**config.mk**
```make
export PLATFORM = sky130hd
export DESIGN_NAME = gxd_decoder
export DESIGN_NICKNAME = d
export VERILOG_FILES = /design/src/logic/gxd_pkg.sv /design/src/logic/gxd_decoder.sv
export SDC_FILE = /design/constraint.sdc
export NUM_CORES = 1
export LEC_CHECK = 0
export BUFFER_PORTS_ARGS = -buffer_cell sky130_fd_sc_hd__buf_2
export CAP_MARGIN = 20
export CORE_AREA = 5 5 155 157
export DETAILED_ROUTE_END_ITERATION = 7
export DIE_AREA = 0 0 160 162
export PLACE_DENSITY_LB_ADDON = 0.1
export SLEW_MARGIN = 5
export SYNTH_ARGS = -nofsm -noshare
export SYNTH_HDL_FRONTEND = slang
export SYNTH_SLANG_ARGS = --single-unit
```
**constraint.sdc**
```tcl
create_clock -name ref_clk -period 16.8 [get_ports ref_clk]
set_input_delay 0 -clock ref_clk [delete_from_list [all_inputs] [get_ports ref_clk]]
set_output_delay 0 -clock ref_clk [all_outputs]
set_load 0.005 [all_outputs]
```
**src/logic/gxd_pkg.sv**
```systemverilog
// Purpose: constants and types for the graphics host address decoder
// Assumes: 20-bit host address, 16-bit host data, AXI4-Lite side registers
// Notes: every address field position and register offset lives here
package gxd_pkg;
    // ====================
    // host address field positions
    localparam int SEL_HI = 19;
    localparam int SEL_LO = 17;
    localparam int FBUPD_BIT = 16;
    localparam int RSEL_HI = 15;
    localparam int RSEL_LO = 14;
    localparam int SLOT_HI = 13;
    localparam int SLOT_LO = 12;
    localparam int AXIS_BIT = 11;
    localparam int COORD_HI = 10;
    localparam int COORD_LO = 1;
    localparam int CMD_HI = 2;
    localparam int CMD_LO = 1;
    // ====================
    // register-select and command codes
    localparam logic [1:0] RSEL_NONE = 2'h0;
    localparam logic [1:0] RSEL_CMD = 2'h1;
    localparam logic [1:0] RSEL_SRC = 2'h2;
    localparam logic [1:0] RSEL_MASK = 2'h3;
    localparam logic [1:0] CMD_FUNC = 2'h0;
    localparam logic [1:0] CMD_WIDTH = 2'h1;
    localparam logic [1:0] CMD_CTRL = 2'h2;
    localparam logic [1:0] CMD_CLRI = 2'h3;
    // control word bits
    localparam int CTRL_IE_BIT = 8;
    localparam int CTRL_VID_BIT = 9;
    // ====================
    // interrupt status bits
    localparam int IRQ_VBLANK = 0;
    localparam int IRQ_ACCESS = 1;
    localparam int IRQ_N = 2;
    // ====================
    // axi register byte offsets
    localparam logic [7:0] OFS_STATUS = 8'h00;
    localparam logic [7:0] OFS_IRQ_CLR = 8'h04;
    localparam logic [7:0] OFS_IRQ_EN = 8'h08;
    localparam logic [7:0] OFS_CFG = 8'h0c;
    localparam logic [7:0] OFS_FUNC = 8'h10;
    localparam logic [7:0] OFS_WIDTH = 8'h14;
    localparam logic [7:0] OFS_CTRL = 8'h18;
    localparam logic [7:0] OFS_SRC = 8'h1c;
    localparam logic [7:0] OFS_MASK = 8'h20;
    localparam logic [1:0] RESP_OKAY = 2'h0;
    localparam logic [1:0] RESP_SLVERR = 2'h2;
    // ====================
    // values after reset
    localparam logic [7:0] RST_FUNC = 8'haa;
    localparam logic [4:0] RST_WIDTH = 5'h10;
    localparam logic [15:0] RST_CTRL = 16'h0000;
    localparam logic [2:0] RST_BOARD = 3'h0;
    // one decoded host access
    typedef struct packed {
        logic wr;
        logic fb_upd;
        logic [1:0] rsel;
        logic [1:0] slot;
        logic axis;
        logic [9:0] coord;
        logic [1:0] cmd;
    } gxd_acc_t;
endpackage

```
**src/logic/gxd_decoder.sv**
```systemverilog
// Purpose: host address decoder of a bit-mapped graphics board
// Assumes: host strobes and address arrive asynchronously; frame buffer on ref_clk
// Notes: frame buffer read data is sampled in the same cycle that fb_rd_req is high
//
// Behaviour
// - respond only when board-select bits match
// - bit 16 gates frame-buffer update
// - select 00 loads only a coordinate
// - select 01 loads command register by bits 2:1
// - select 10 loads source register
// - select 11 loads mask, width bits only
// - write takes source or mask from data bus
// - read takes source or mask from frame buffer
// - bits 13:12 pick one of four slots
// - every access updates one coordinate register
// - bit 11 picks x or y axis
// - bits 10:1 carry the coordinate
// - command codes: function, width, control, clear
// - width sets loaded bits and pixels
// - read latch shows previous source value
`timescale 1ns/10ps
module gxd_decoder #(
    parameter int AW = 20,
    parameter int DW = 16
) (
    input wire logic ref_clk,
    input wire logic rst_n,
    input wire logic [AW-1:0] hb_addr,
    input wire logic [DW-1:0] hb_data_i,
    output logic [DW-1:0] hb_data_o,
    output logic hb_data_oe,
    input wire logic hb_wr_n,
    input wire logic hb_rd_n,
    input wire logic vblank,
    output logic [9:0] fb_x,
    output logic [9:0] fb_y,
    output logic fb_rd_req,
    input wire logic [DW-1:0] fb_rdata,
    output logic fb_wr_req,
    output logic [7:0] fb_func,
    output logic [4:0] fb_width,
    output logic [DW-1:0] fb_src,
    output logic [DW-1:0] fb_mask,
    output logic video_en,
    output logic irq,
    input wire logic [7:0] s_axi_awaddr,
    input wire logic s_axi_awvalid,
    output logic s_axi_awready,
    input wire logic [31:0] s_axi_wdata,
    input wire logic [3:0] s_axi_wstrb,
    input wire logic s_axi_wvalid,
    output logic s_axi_wready,
    output logic [1:0] s_axi_bresp,
    output logic s_axi_bvalid,
    input wire logic s_axi_bready,
    input wire logic [7:0] s_axi_araddr,
    input wire logic s_axi_arvalid,
    output logic s_axi_arready,
    output logic [31:0] s_axi_rdata,
    output logic [1:0] s_axi_rresp,
    output logic s_axi_rvalid,
    input wire logic s_axi_rready
);
    // ====================
    // helpers
    // high-justified mask of the top w bits; widths above 16 clamp to 16
    function automatic logic [DW-1:0] wmask(input logic [4:0] w);
        logic [DW-1:0] m;
        m = '0;
        for (int i = 0; i < DW; i++) begin
            if (i < int'(w)) begin
                m[DW-1-i] = 1'b1;
            end
        end
        return m;
    endfunction

    // merge only the masked bits of a new value into an old one
    function automatic logic [DW-1:0] merge(input logic [DW-1:0] old_v,
            input logic [DW-1:0] new_v, input logic [DW-1:0] m);
        return (old_v & ~m) | (new_v & m);
    endfunction

    // ====================
    // reset release
    logic rst_a_q, rst_b_q; // release sync, async assert
    always_ff @(posedge ref_clk or negedge rst_n) begin
        if (!rst_n) begin
            rst_a_q <= 1'b0;
            rst_b_q <= 1'b0;
        end else begin
            rst_a_q <= 1'b1;
            rst_b_q <= rst_a_q;
        end
    end
    wire rst_s_n = rst_b_q;

    // ====================
    // pin synchronisers
    // the address is sampled with the strobes; the host holds it stable
    // across the strobe, so a plain two-flop stage is enough here
    logic [AW-1:0] addr_a_q, addr_b_q;
    logic [DW-1:0] din_a_q, din_b_q;
    logic wr_a_q, wr_b_q, rd_a_q, rd_b_q, vb_a_q, vb_b_q;
    always_ff @(posedge ref_clk or negedge rst_s_n) begin
        if (!rst_s_n) begin
            addr_a_q <= '0;
            addr_b_q <= '0;
            din_a_q <= '0;
            din_b_q <= '0;
            {wr_a_q, wr_b_q, rd_a_q, rd_b_q} <= 4'hf;
            {vb_a_q, vb_b_q} <= 2'h0;
        end else begin
            addr_a_q <= hb_addr;
            addr_b_q <= addr_a_q;
            din_a_q <= hb_data_i;
            din_b_q <= din_a_q;
            wr_a_q <= hb_wr_n;
            wr_b_q <= wr_a_q;
            rd_a_q <= hb_rd_n;
            rd_b_q <= rd_a_q;
            vb_a_q <= vblank;
            vb_b_q <= vb_a_q;
        end
    end

    // ====================
    // address decode
    logic [2:0] board_q; // board selection, set over axi
    logic act_prev_q; // strobe level one cycle back
    logic vb_prev_q; // vblank level one cycle back
    wire wr_act = !wr_b_q;
    wire rd_act = !rd_b_q;
    wire strobe = wr_act | rd_act;
    wire start = strobe & !act_prev_q; // first cycle of a host strobe
    wire hit = addr_b_q[gxd_pkg::SEL_HI:gxd_pkg::SEL_LO] == board_q;
    wire take = start & hit;
    gxd_pkg::gxd_acc_t acc_d;
    assign acc_d.wr = wr_act;
    assign acc_d.fb_upd = addr_b_q[gxd_pkg::FBUPD_BIT];
    assign acc_d.rsel = addr_b_q[gxd_pkg::RSEL_HI:gxd_pkg::RSEL_LO];
    assign acc_d.slot = addr_b_q[gxd_pkg::SLOT_HI:gxd_pkg::SLOT_LO];
    assign acc_d.axis = addr_b_q[gxd_pkg::AXIS_BIT];
    assign acc_d.coord = addr_b_q[gxd_pkg::COORD_HI:gxd_pkg::COORD_LO];
    assign acc_d.cmd = addr_b_q[gxd_pkg::CMD_HI:gxd_pkg::CMD_LO];
    wire is_cmd = acc_d.rsel == gxd_pkg::RSEL_CMD;
    wire clr_cmd = take & is_cmd & (acc_d.cmd == gxd_pkg::CMD_CLRI);

    // ====================
    // coordinate registers, four x and four y
    logic [9:0] xr_q [4];
    logic [9:0] yr_q [4];
    // the pair the access points at, with the new coordinate folded in
    wire [9:0] x_new = acc_d.axis ? xr_q[acc_d.slot] : acc_d.coord;
    wire [9:0] y_new = acc_d.axis ? acc_d.coord : yr_q[acc_d.slot];
    always_ff @(posedge ref_clk or negedge rst_s_n) begin
        if (!rst_s_n) begin
            for (int i = 0; i < 4; i++) begin
                xr_q[i] <= '0;
                yr_q[i] <= '0;
            end
        end else if (take) begin
            // any register-select code still updates one coordinate
            if (acc_d.axis) begin
                yr_q[acc_d.slot] <= acc_d.coord;
            end else begin
                xr_q[acc_d.slot] <= acc_d.coord;
            end
        end
    end

    // ====================
    // stage one: command loads, frame address, read latch
    gxd_pkg::gxd_acc_t acc_q; // access waiting for stage two
    logic v1_q; // stage two runs next cycle
    logic [DW-1:0] wdat_q; // host data held for stage two
    logic [7:0] func_q;
    logic [4:0] width_q;
    logic [15:0] ctrl_q;
    logic [DW-1:0] src_q, mask_q, dlat_q;
    logic [9:0] fbx_q, fby_q;
    logic fbrd_q, fbwr_q, oe_q;
    always_ff @(posedge ref_clk or negedge rst_s_n) begin
        if (!rst_s_n) begin
            acc_q <= '0;
            v1_q <= 1'b0;
            wdat_q <= '0;
            func_q <= gxd_pkg::RST_FUNC;
            width_q <= gxd_pkg::RST_WIDTH;
            ctrl_q <= gxd_pkg::RST_CTRL;
            dlat_q <= '0;
            fbx_q <= '0;
            fby_q <= '0;
            fbrd_q <= 1'b0;
            oe_q <= 1'b0;
        end else begin
            v1_q <= take;
            fbrd_q <= take & rd_act; // frame data wanted for a read
            oe_q <= rd_act & hit; // drive the bus while the read lasts
            if (take) begin
                acc_q <= acc_d;
                wdat_q <= din_b_q;
                fbx_q <= x_new;
                fby_q <= y_new;
            end
            if (take & rd_act) begin
                // the latch is one step behind: it gets the older source
                dlat_q <= src_q;
            end
            if (take & wr_act & is_cmd) begin
                case (acc_d.cmd)
                    gxd_pkg::CMD_FUNC: func_q <= din_b_q[7:0];
                    gxd_pkg::CMD_WIDTH: width_q <= din_b_q[4:0];
                    gxd_pkg::CMD_CTRL: ctrl_q <= din_b_q;
                    default: ; // clear handled in the status logic
                endcase
            end
        end
    end

    // ====================
    // stage two: source and mask loads, frame update request
    wire [DW-1:0] ld_val = acc_q.wr ? wdat_q : fb_rdata;
    wire [DW-1:0] wm = wmask(width_q);
    always_ff @(posedge ref_clk or negedge rst_s_n) begin
        if (!rst_s_n) begin
            src_q <= '0;
            mask_q <= '0;
            fbwr_q <= 1'b0;
        end else begin
            // with bit 16 clear the frame buffer is never asked to change
            fbwr_q <= v1_q & acc_q.fb_upd;
            if (v1_q && acc_q.rsel == gxd_pkg::RSEL_SRC) begin
                src_q <= merge(src_q, ld_val, wm);
            end
            if (v1_q && acc_q.rsel == gxd_pkg::RSEL_MASK) begin
                mask_q <= merge(mask_q, ld_val, wm);
            end
        end
    end

    // ====================
    // interrupt status, enable, clear
    logic [gxd_pkg::IRQ_N-1:0] sts_q, en_q;
    logic irq_q;
    logic [gxd_pkg::IRQ_N-1:0] clr_w; // software clear this cycle
    wire vb_rise = vb_b_q & !vb_prev_q;
    wire [gxd_pkg::IRQ_N-1:0] set_w = {take, vb_rise & ctrl_q[gxd_pkg::CTRL_IE_BIT]};
    wire [gxd_pkg::IRQ_N-1:0] clr_all = clr_w | {1'b0, clr_cmd};
    // a set arriving with its clear wins, so no event is lost
    wire [gxd_pkg::IRQ_N-1:0] sts_d = (sts_q & ~clr_all) | set_w;
    always_ff @(posedge ref_clk or negedge rst_s_n) begin
        if (!rst_s_n) begin
            sts_q <= '0;
            irq_q <= 1'b0;
            act_prev_q <= 1'b0;
            vb_prev_q <= 1'b0;
        end else begin
            sts_q <= sts_d;
            irq_q <= |(sts_q & en_q);
            act_prev_q <= strobe;
            vb_prev_q <= vb_b_q;
        end
    end

    // ====================
    // axi4-lite slave
    logic aw_full_q, w_full_q, awrdy_q, wrdy_q, bvalid_q;
    logic arrdy_q, rvalid_q;
    logic [7:0] awaddr_q;
    logic [31:0] wdata_q, rdata_q;
    logic [3:0] wstrb_q;
    logic [1:0] bresp_q, rresp_q;
    wire aw_hs = s_axi_awvalid & awrdy_q;
    wire w_hs = s_axi_wvalid & wrdy_q;
    wire wr_do = aw_full_q & w_full_q & !bvalid_q;
    wire aw_full_d = (aw_full_q | aw_hs) & !wr_do;
    wire w_full_d = (w_full_q | w_hs) & !wr_do;
    wire wr_b0 = wr_do & wstrb_q[0];
    wire wr_clr = wr_b0 & (awaddr_q == gxd_pkg::OFS_IRQ_CLR);
    wire wr_en = wr_b0 & (awaddr_q == gxd_pkg::OFS_IRQ_EN);
    wire wr_cfg = wr_b0 & (awaddr_q == gxd_pkg::OFS_CFG);
    wire wr_map = (awaddr_q == gxd_pkg::OFS_IRQ_CLR) | (awaddr_q == gxd_pkg::OFS_IRQ_EN)
        | (awaddr_q == gxd_pkg::OFS_CFG);
    assign clr_w = wr_clr ? wdata_q[gxd_pkg::IRQ_N-1:0] : '0;
    wire ar_hs = s_axi_arvalid & arrdy_q;
    wire rd_done = rvalid_q & s_axi_rready;
    logic [31:0] rd_val;
    logic rd_ok;
    // read selection; status is read only, clear reads as zero
    always_comb begin
        rd_val = 32'h0000_0000;
        rd_ok = 1'b1;
        case (s_axi_araddr)
            gxd_pkg::OFS_STATUS: rd_val[gxd_pkg::IRQ_N-1:0] = sts_q;
            gxd_pkg::OFS_IRQ_CLR: rd_val = 32'h0000_0000;
            gxd_pkg::OFS_IRQ_EN: rd_val[gxd_pkg::IRQ_N-1:0] = en_q;
            gxd_pkg::OFS_CFG: rd_val[2:0] = board_q;
            gxd_pkg::OFS_FUNC: rd_val[7:0] = func_q;
            gxd_pkg::OFS_WIDTH: rd_val[4:0] = width_q;
            gxd_pkg::OFS_CTRL: rd_val[15:0] = ctrl_q;
            gxd_pkg::OFS_SRC: rd_val[DW-1:0] = src_q;
            gxd_pkg::OFS_MASK: rd_val[DW-1:0] = mask_q;
            default: rd_ok = 1'b0;
        endcase
    end
    // write side: address and data taken in either order
    always_ff @(posedge ref_clk or negedge rst_s_n) begin
        if (!rst_s_n) begin
            aw_full_q <= 1'b0;
            w_full_q <= 1'b0;
            awrdy_q <= 1'b0;
            wrdy_q <= 1'b0;
            bvalid_q <= 1'b0;
            bresp_q <= gxd_pkg::RESP_OKAY;
            awaddr_q <= '0;
            wdata_q <= '0;
            wstrb_q <= '0;
            en_q <= '0;
            board_q <= gxd_pkg::RST_BOARD;
        end else begin
            aw_full_q <= aw_full_d;
            w_full_q <= w_full_d;
            awrdy_q <= !aw_full_d;
            wrdy_q <= !w_full_d;
            if (aw_hs) begin
                awaddr_q <= s_axi_awaddr;
            end
            if (w_hs) begin
                wdata_q <= s_axi_wdata;
                wstrb_q <= s_axi_wstrb;
            end
            if (wr_do) begin
                bvalid_q <= 1'b1;
                bresp_q <= wr_map ? gxd_pkg::RESP_OKAY : gxd_pkg::RESP_SLVERR;
            end else if (s_axi_bready) begin
                bvalid_q <= 1'b0;
            end
            if (wr_en) begin
                en_q <= wdata_q[gxd_pkg::IRQ_N-1:0];
            end
            if (wr_cfg) begin
                board_q <= wdata_q[2:0];
            end
        end
    end
    // read side: one read at a time, answer one cycle after address
    always_ff @(posedge ref_clk or negedge rst_s_n) begin
        if (!rst_s_n) begin
            arrdy_q <= 1'b0;
            rvalid_q <= 1'b0;
            rdata_q <= '0;
            rresp_q <= gxd_pkg::RESP_OKAY;
        end else begin
            arrdy_q <= !(ar_hs | (rvalid_q & !rd_done));
            if (ar_hs) begin
                rvalid_q <= 1'b1;
                rdata_q <= rd_val;
                rresp_q <= rd_ok ? gxd_pkg::RESP_OKAY : gxd_pkg::RESP_SLVERR;
            end else if (rd_done) begin
                rvalid_q <= 1'b0;
            end
        end
    end

    // ====================
    // outputs, all from flip-flops
    assign hb_data_o = dlat_q;
    assign hb_data_oe = oe_q;
    assign fb_x = fbx_q;
    assign fb_y = fby_q;
    assign fb_rd_req = fbrd_q;
    assign fb_wr_req = fbwr_q;
    assign fb_func = func_q;
    assign fb_width = width_q;
    assign fb_src = src_q;
    assign fb_mask = mask_q;
    assign video_en = ctrl_q[gxd_pkg::CTRL_VID_BIT];
    assign irq = irq_q;
    assign s_axi_awready = awrdy_q;
    assign s_axi_wready = wrdy_q;
    assign s_axi_bvalid = bvalid_q;
    assign s_axi_bresp = bresp_q;
    assign s_axi_arready = arrdy_q;
    assign s_axi_rvalid = rvalid_q;
    assign s_axi_rdata = rdata_q;
    assign s_axi_rresp = rresp_q;
endmodule

```
# Yosys cells after proc, flatten, opt, wreduce, memory -nomap -nowiden

Index checks and enable logic that the tools add are counted.

Word-level logic and storage cells: 200
Bits of input ports: 114
Bits in registers: 330
Output and inout port bits: 127

Reduce and logical (&&, ||, !) cells: 24
Mux-type cells: 42
Eq/ne operators: 18
Order comparisons: 18
Bitwise logic cells: 43

Operators with widths:

| cell                                                                        | count |
|---|---|
| 40-bit bitwise mux                                                          | 2 |
| 10-bit two-way mux                                                          | 7 |
| 16-bit bitwise AND                                                          | 3 |
| 10-bit binary-select mux with 2-bit select                                  | 2 |
| 4-bit by 5-bit less-than comparator with 1-bit output, first input constant | 8 |
| 8-bit by 4-bit == test with 1-bit output, second input constant             | 4 |
| 8-bit by 5-bit == test with 1-bit output, second input constant             | 4 |
| 16-bit OR                                                                   | 2 |
| 1-bit bitwise AND                                                           | 24 |
| 8-bit one-hot mux with 3 select lines                                       | 1 |
| 1-bit two-way mux                                                           | 21 |
| 10-bit demux with 2-bit select                                              | 1 |
| 3-bit by 5-bit less-than comparator with 1-bit output, first input constant | 4 |
| 8-bit by 3-bit == test with 1-bit output, second input constant             | 2 |
| 16-bit two-way mux                                                          | 1 |
| 16-bit inverter                                                             | 1 |
| 2-bit one-hot mux with 8 select lines                                       | 1 |
| 3-bit one-hot mux with 4 select lines                                       | 1 |
| 1-bit logical NOT                                                           | 10 |
| 1-bit by 5-bit less-than comparator with 1-bit output, first input constant | 2 |
| 2-bit by 5-bit less-than comparator with 1-bit output, first input constant | 2 |
| 2-bit one-hot mux with 5 select lines                                       | 1 |
| 2-bit AND reduction                                                         | 5 |
| 9-bit OR reduction                                                          | 1 |
| 20 further kinds                                                            | 35 |

# Longest topological paths before layout

Word-level depth: 10
Depth in mapped cells: 7

# Worst setup path after synthesis

Ideal clock, no wire load.

Kind: flip-flop to flip-flop
Start: register act_prev_q
End: register ctrl_q[6]
Arrival time: 1.875 ns
Data required time: 16.675 ns
Cell stages (with the launch flop): 7
Slack: 14.800 ns
Cells stage by stage: dfrtp_1 buf_2 nor4b_1 nand4_1 nor3b_4 buf_4 mux2_2

Word-level cells in the longest chain between the ends: 6

RTL lines:

| item                                 | RTL line           | text |
|---|---|---|
| start: declaration                   | gxd_decoder.sv:130 | `logic act_prev_q;` |
| start signal: assignment             | gxd_decoder.sv:261 | `act_prev_q <= strobe;` |
| 1-bit logical NOT                    | gxd_decoder.sv:135 | `wire start = strobe & !act_prev_q;` |
| 1-bit bitwise AND                    | gxd_decoder.sv:135 |  |
| 1-bit bitwise AND                    | gxd_decoder.sv:137 | `wire take = start & hit;` |
| 1-bit bitwise AND (2 in series)      | gxd_decoder.sv:210 | `if (take & wr_act & is_cmd) begin` |
| 2-bit AND reduction (no source line) | -                  |  |
| end signal: assignment               | gxd_decoder.sv:190 | `ctrl_q <= gxd_pkg::RST_CTRL;` |
| end signal: assignment               | gxd_decoder.sv:214 | `gxd_pkg::CMD_CTRL: ctrl_q <= din_b_q;` |
| end: declaration                     | gxd_decoder.sv:179 | `logic [15:0] ctrl_q;` |

No other way between the ends.
A chain may end at the register's enable or synchronous reset.

# Worst setup path after layout

Start: register addr_b_q[13]
End: register xr_q[5] (netlist bit)

Word-level cells in the longest chain between the ends: 6
Elaborated cells on any way between the ends: 7
Those cells by class: order compare (2); mux (3); bitwise (1); reduce/logical (1)

RTL lines:

| item                                                                                                                      | RTL line           | text |
|---|---|---|
| start: declaration                                                                                                        | gxd_decoder.sv:102 | `logic [AW-1:0] addr_a_q, addr_b_q;` |
| start signal: assignment                                                                                                  | gxd_decoder.sv:115 | `addr_b_q <= addr_a_q;` |
| 2-bit inverter with 3-bit output (not written as such) *                                                                  | gxd_decoder.sv:167 | `xr_q[acc_d.slot] <= acc_d.coord;` |
| 3-bit >= comparator (not written as such) / 3-bit by 1-bit less-than comparator with 1-bit output (equally long branches) | gxd_decoder.sv:167 |  |
| 1-bit logical AND (not written as such)                                                                                   | gxd_decoder.sv:167 |  |
| 10-bit two-way mux (not written as such)                                                                                  | gxd_decoder.sv:167 |  |
| 10-bit demux with 2-bit select *                                                                                          | gxd_decoder.sv:167 |  |
| 40-bit bitwise mux *                                                                                                      | gxd_decoder.sv:167 |  |
| end signal: indexed assignment                                                                                            | gxd_decoder.sv:167 |  |
| end: declaration                                                                                                          | gxd_decoder.sv:151 | `logic [9:0] xr_q [4];` |

Mark *: on every way between the ends. The rest lies on a longest branch, timed or not.

==> results.ini <==
[synth]
avgSynthCellArea_um2=14.4
ys_types=59
ys_top_cells_by_area=sky130_fd_sc_hd__dfrtp_1, sky130_fd_sc_hd__mux2_2, sky130_fd_sc_hd__mux4_2, sky130_fd_sc_hd__mux2_1, sky130_fd_sc_hd__mux2_4
ys_async_sr_fraction=1.00
synth-seq-area-share=0.618
post-synth-top-area-cell=sky130_fd_sc_hd__dfrtp_1
synthesis.area_um2=13200
netlist_instances=918
ys_warn_count=0
synthFlopType=sky130_fd_sc_hd__dfrtp_1
ys_ff_latch=326
number_of_synthesized_flops_with_an_enable_pin=0
netlist.area_leader.share=0.600

[critical_path]
timing.critical_path.from_type=register
path_cells=a21boi_0 > nand4_1 > or4b_1 > mux2_4
critical_path.endpoint_type=register
critical-path-max-stage-delay_ns=1.01
timing.rr.start=addr_b_q[13]$_DFF_PN0_
ff_to_ff_setup_slack_ns=13.86
cp.depth=4
critical_path_arrival_ns=3.32
cp-startpoint=addr_b_q[13]$_DFF_PN0_
r2r.worst_path.cells=4
largest_delay_contributor_family_on_the_critical_path=simple AND/OR/NAND/NOR gates
worst-path-buf-inv=0
critical_path_peak_fanout=22
cpMaxStageDelayCell=sky130_fd_sc_hd__dfrtp_1
setup_crit_path_kind=register to register
timing.critical_path.to=xr_q[5]$_DFFE_PN0P_
worst_ep_required_ns=17.18
worstReg2RegEnd=xr_q[5]$_DFFE_PN0P_

[routing]
vias_per_cell=5.61
num_vias=8328
drt_drc_violations_left=0
wl_per_cell_um=20.6
postRouteWirelength_um=30500
postRouteAntennaNets=0
detailedRoute.firstIterationViolations=527
detail_route.first_pass.iterations=5

[sta]
rsz_0062_raised_after_global_routing=no
timing.clock.skew_ns=0.0109
hold_violations=0
setup_total_negative_slack_ns=0
final-max-slew-violation-count=0
timing.fmax_ghz=0.340
max_slew.worst_pin.slew_ns=1.13
timing.max_slew.rel_slack=0.246
timing.final.crit_share=0.175
report.final.setup_viol=0
finalWorstPathRequiredPeriod_ns=2.94

[power_and_ir_drop]
seqPwrFrac=0.499
netSwitchingPower_uw=473
power.ir.vdd_worst_mv=0.0830
internal_power_contribution_mw=1.45
power_frac_comb=0.124
post-layout-total-power_mw=1.92
switching_share=0.246
clkPwrFrac=0.378
power.static_leakage_nw=7.87
cellPowerDensity_nw_per_um2=119

[global_route]
globalRouteOverflowTotal=0
grt_pass1_vias=8767
wire_length_of_the_first_global_routing_pass_um=48800
grt_antenna_before_repair=0
grt_start_max_net_pins=175
grt_use_total=0.236

[run]
maxCapViolations=0

[final_layout]
layout.cells.most_common=sky130_fd_sc_hd__dfrtp_1
layout-area-overhead-vs-synth_pct=22.3
layout.nets=1289
drive_gt1_frac=0.384
diodes=0
final_cell_mix=sky130_fd_sc_hd__dfrtp_1, sky130_fd_sc_hd__buf_2, sky130_fd_sc_hd__mux2_2, sky130_fd_sc_hd__dlygate4sd3_1, sky130_fd_sc_hd__a21oi_1
stdcell_area_um2=16200

[place]
dp_hpwl_um=19200
gp_routability_congestion=0.790
placement.io_buffers=189
placedInstanceArea_um2=14300

[clock_network]
htree_levels=2
cts_num_sinks=326
buffer_cell_driving_the_clock_tree_root=sky130_fd_sc_hd__clkbuf_16
clock_insertion_delay_worst_skew_ns=0.50
cts_made_buffers=35
cts-root-to-sink-buffers=3
tritoncts=built
cts_setup_buffers=0
clk_pin_slew_worst_paths_ns=0.06
cts_resized=0

[floorplanning]
io_pins=241
core_region_area_um2=22400
rows=55
initial_utilization=0.591
die_h_um=162
floorplan.die.width_um=160
floorplan.die_area_um2=25900

[min_path]
worstHoldPathType=input port to register

[run_status]
outcome=finished clean

worst register-to-register path: stages (launching register included):
cell	delay, ns
sky130_fd_sc_hd__dfrtp_1	1.01
sky130_fd_sc_hd__a21boi_0	0.25
sky130_fd_sc_hd__nand4_1	0.23
sky130_fd_sc_hd__or4b_1	0.89
sky130_fd_sc_hd__mux2_4	0.42
metrics by stage:
step	utilization	instances	worst slack (ns)	hold slack (ns)
after detailed placement	0.639	1345	13.85	-0.214
after global placement	0.639	1345	13.87	-0.215
final	0.722	1484	13.86	0.0595
after CTS	0.721	1482	13.83	0.0444
after floorplan	-	935	7.06	-0.296
after global routing	0.722	1484	13.70	0.109
routing by layer:
metal | up-vias | global-route usage | wire length, µm
li1 | 3780 | - | -
met1 | 4234 | 0.320 | 13000
met2 | 260 | 0.401 | 15200
met3 | 54 | 0.0370 | 1520
met4 | 0 | 0.0665 | 729
met5 | - | 0 | 0
how the worst min path moves through the flow:
stage | slack [ns] | start | cells past startpoint | endpoint
3_3_place_gp | -0.21 | rst_n | 1 | rst_a_q$_DFF_PN0_
2_1_floorplan | -0.30 | rst_n | 0 | rst_a_q$_DFF_PN0_
3_5_place_dp | -0.21 | rst_n | 1 | rst_a_q$_DFF_PN0_
4_1_cts | 0.04 | s_axi_araddr[7] | 5 | s_axi_rdata[4]$_DFFE_PN0P_
5_1_grt | 0.11 | s_axi_araddr[1] | 5 | s_axi_rdata[3]$_DFFE_PN0P_
6_report | 0.06 | s_axi_araddr[7] | 5 | s_axi_rdata[4]$_DFFE_PN0P_
state kept, by name, summed over array words and instances (netlist names), 16 cells and up, named ones only:
signal / count
din_a_q: 16
addr_a_q: 19
hb_data_o: 16
yr_q: 40
xr_q: 40
din_b_q: 16
wdat_q: 16
ctrl_q: 16
s_axi_rdata: 16
addr_b_q: 19
synthesized netlist by cell type (20+ instances only):
| cell type | count |
|---|---|
| sky130_fd_sc_hd__nand2_1 | 28 |
| sky130_fd_sc_hd__mux4_2 | 20 |
| sky130_fd_sc_hd__nor2_1 | 47 |
| sky130_fd_sc_hd__mux2_1 | 38 |
| sky130_fd_sc_hd__mux2_2 | 152 |
| sky130_fd_sc_hd__mux2i_1 | 25 |
| sky130_fd_sc_hd__a21oi_1 | 52 |
| sky130_fd_sc_hd__a22oi_1 | 21 |
| sky130_fd_sc_hd__buf_4 | 20 |
| sky130_fd_sc_hd__clkbuf_1 | 23 |
| sky130_fd_sc_hd__dfrtp_1 | 317 |
| sky130_fd_sc_hd__mux2_4 | 20 |
power by group through the flow:
stage	combinational [mW]	sequential [mW]	clock [mW]
after CTS	0.237	0.958	0.739
final	0.237	0.958	0.725
after global routing	0.263	0.971	0.774
after floorplan	0.149	0.953	0
after global placement	0.215	0.967	0
after detailed placement	0.221	0.971	0
kinds of logic after synthesis:
family / after synthesis / synth area share
AO/OA/AOI/OAI: 121 / 0.0566
XOR/XNOR: 3 / 0.00199
buffers and inverters: 78 / 0.0297
flip-flops: 326 / 0.618
multiplexers: 255 / 0.238
other: 2 / 0.000568
AND/OR/NAND/NOR: 133 / 0.0551
layout make-up:
cell class | instances | area (µm²)
Sequential cell | 326 | 8170
Clock inverter | 10 | 104
Timing Repair Buffer | 273 | 1810
Tap cell | 285 | 357
Clock buffer | 51 | 966
Inverter | 8 | 30.0
Multi-Input combinational cell | 531 | 4720
Fill cell | 1538 | 6210
repair_timing:
item | CTS | global route
endpoints found under the setup margin | 0 | 0
hold buffers | 76 | 0
hold endpoints to repair | 95 | 0
Note: power is estimated with default switching activity, not from simulation.
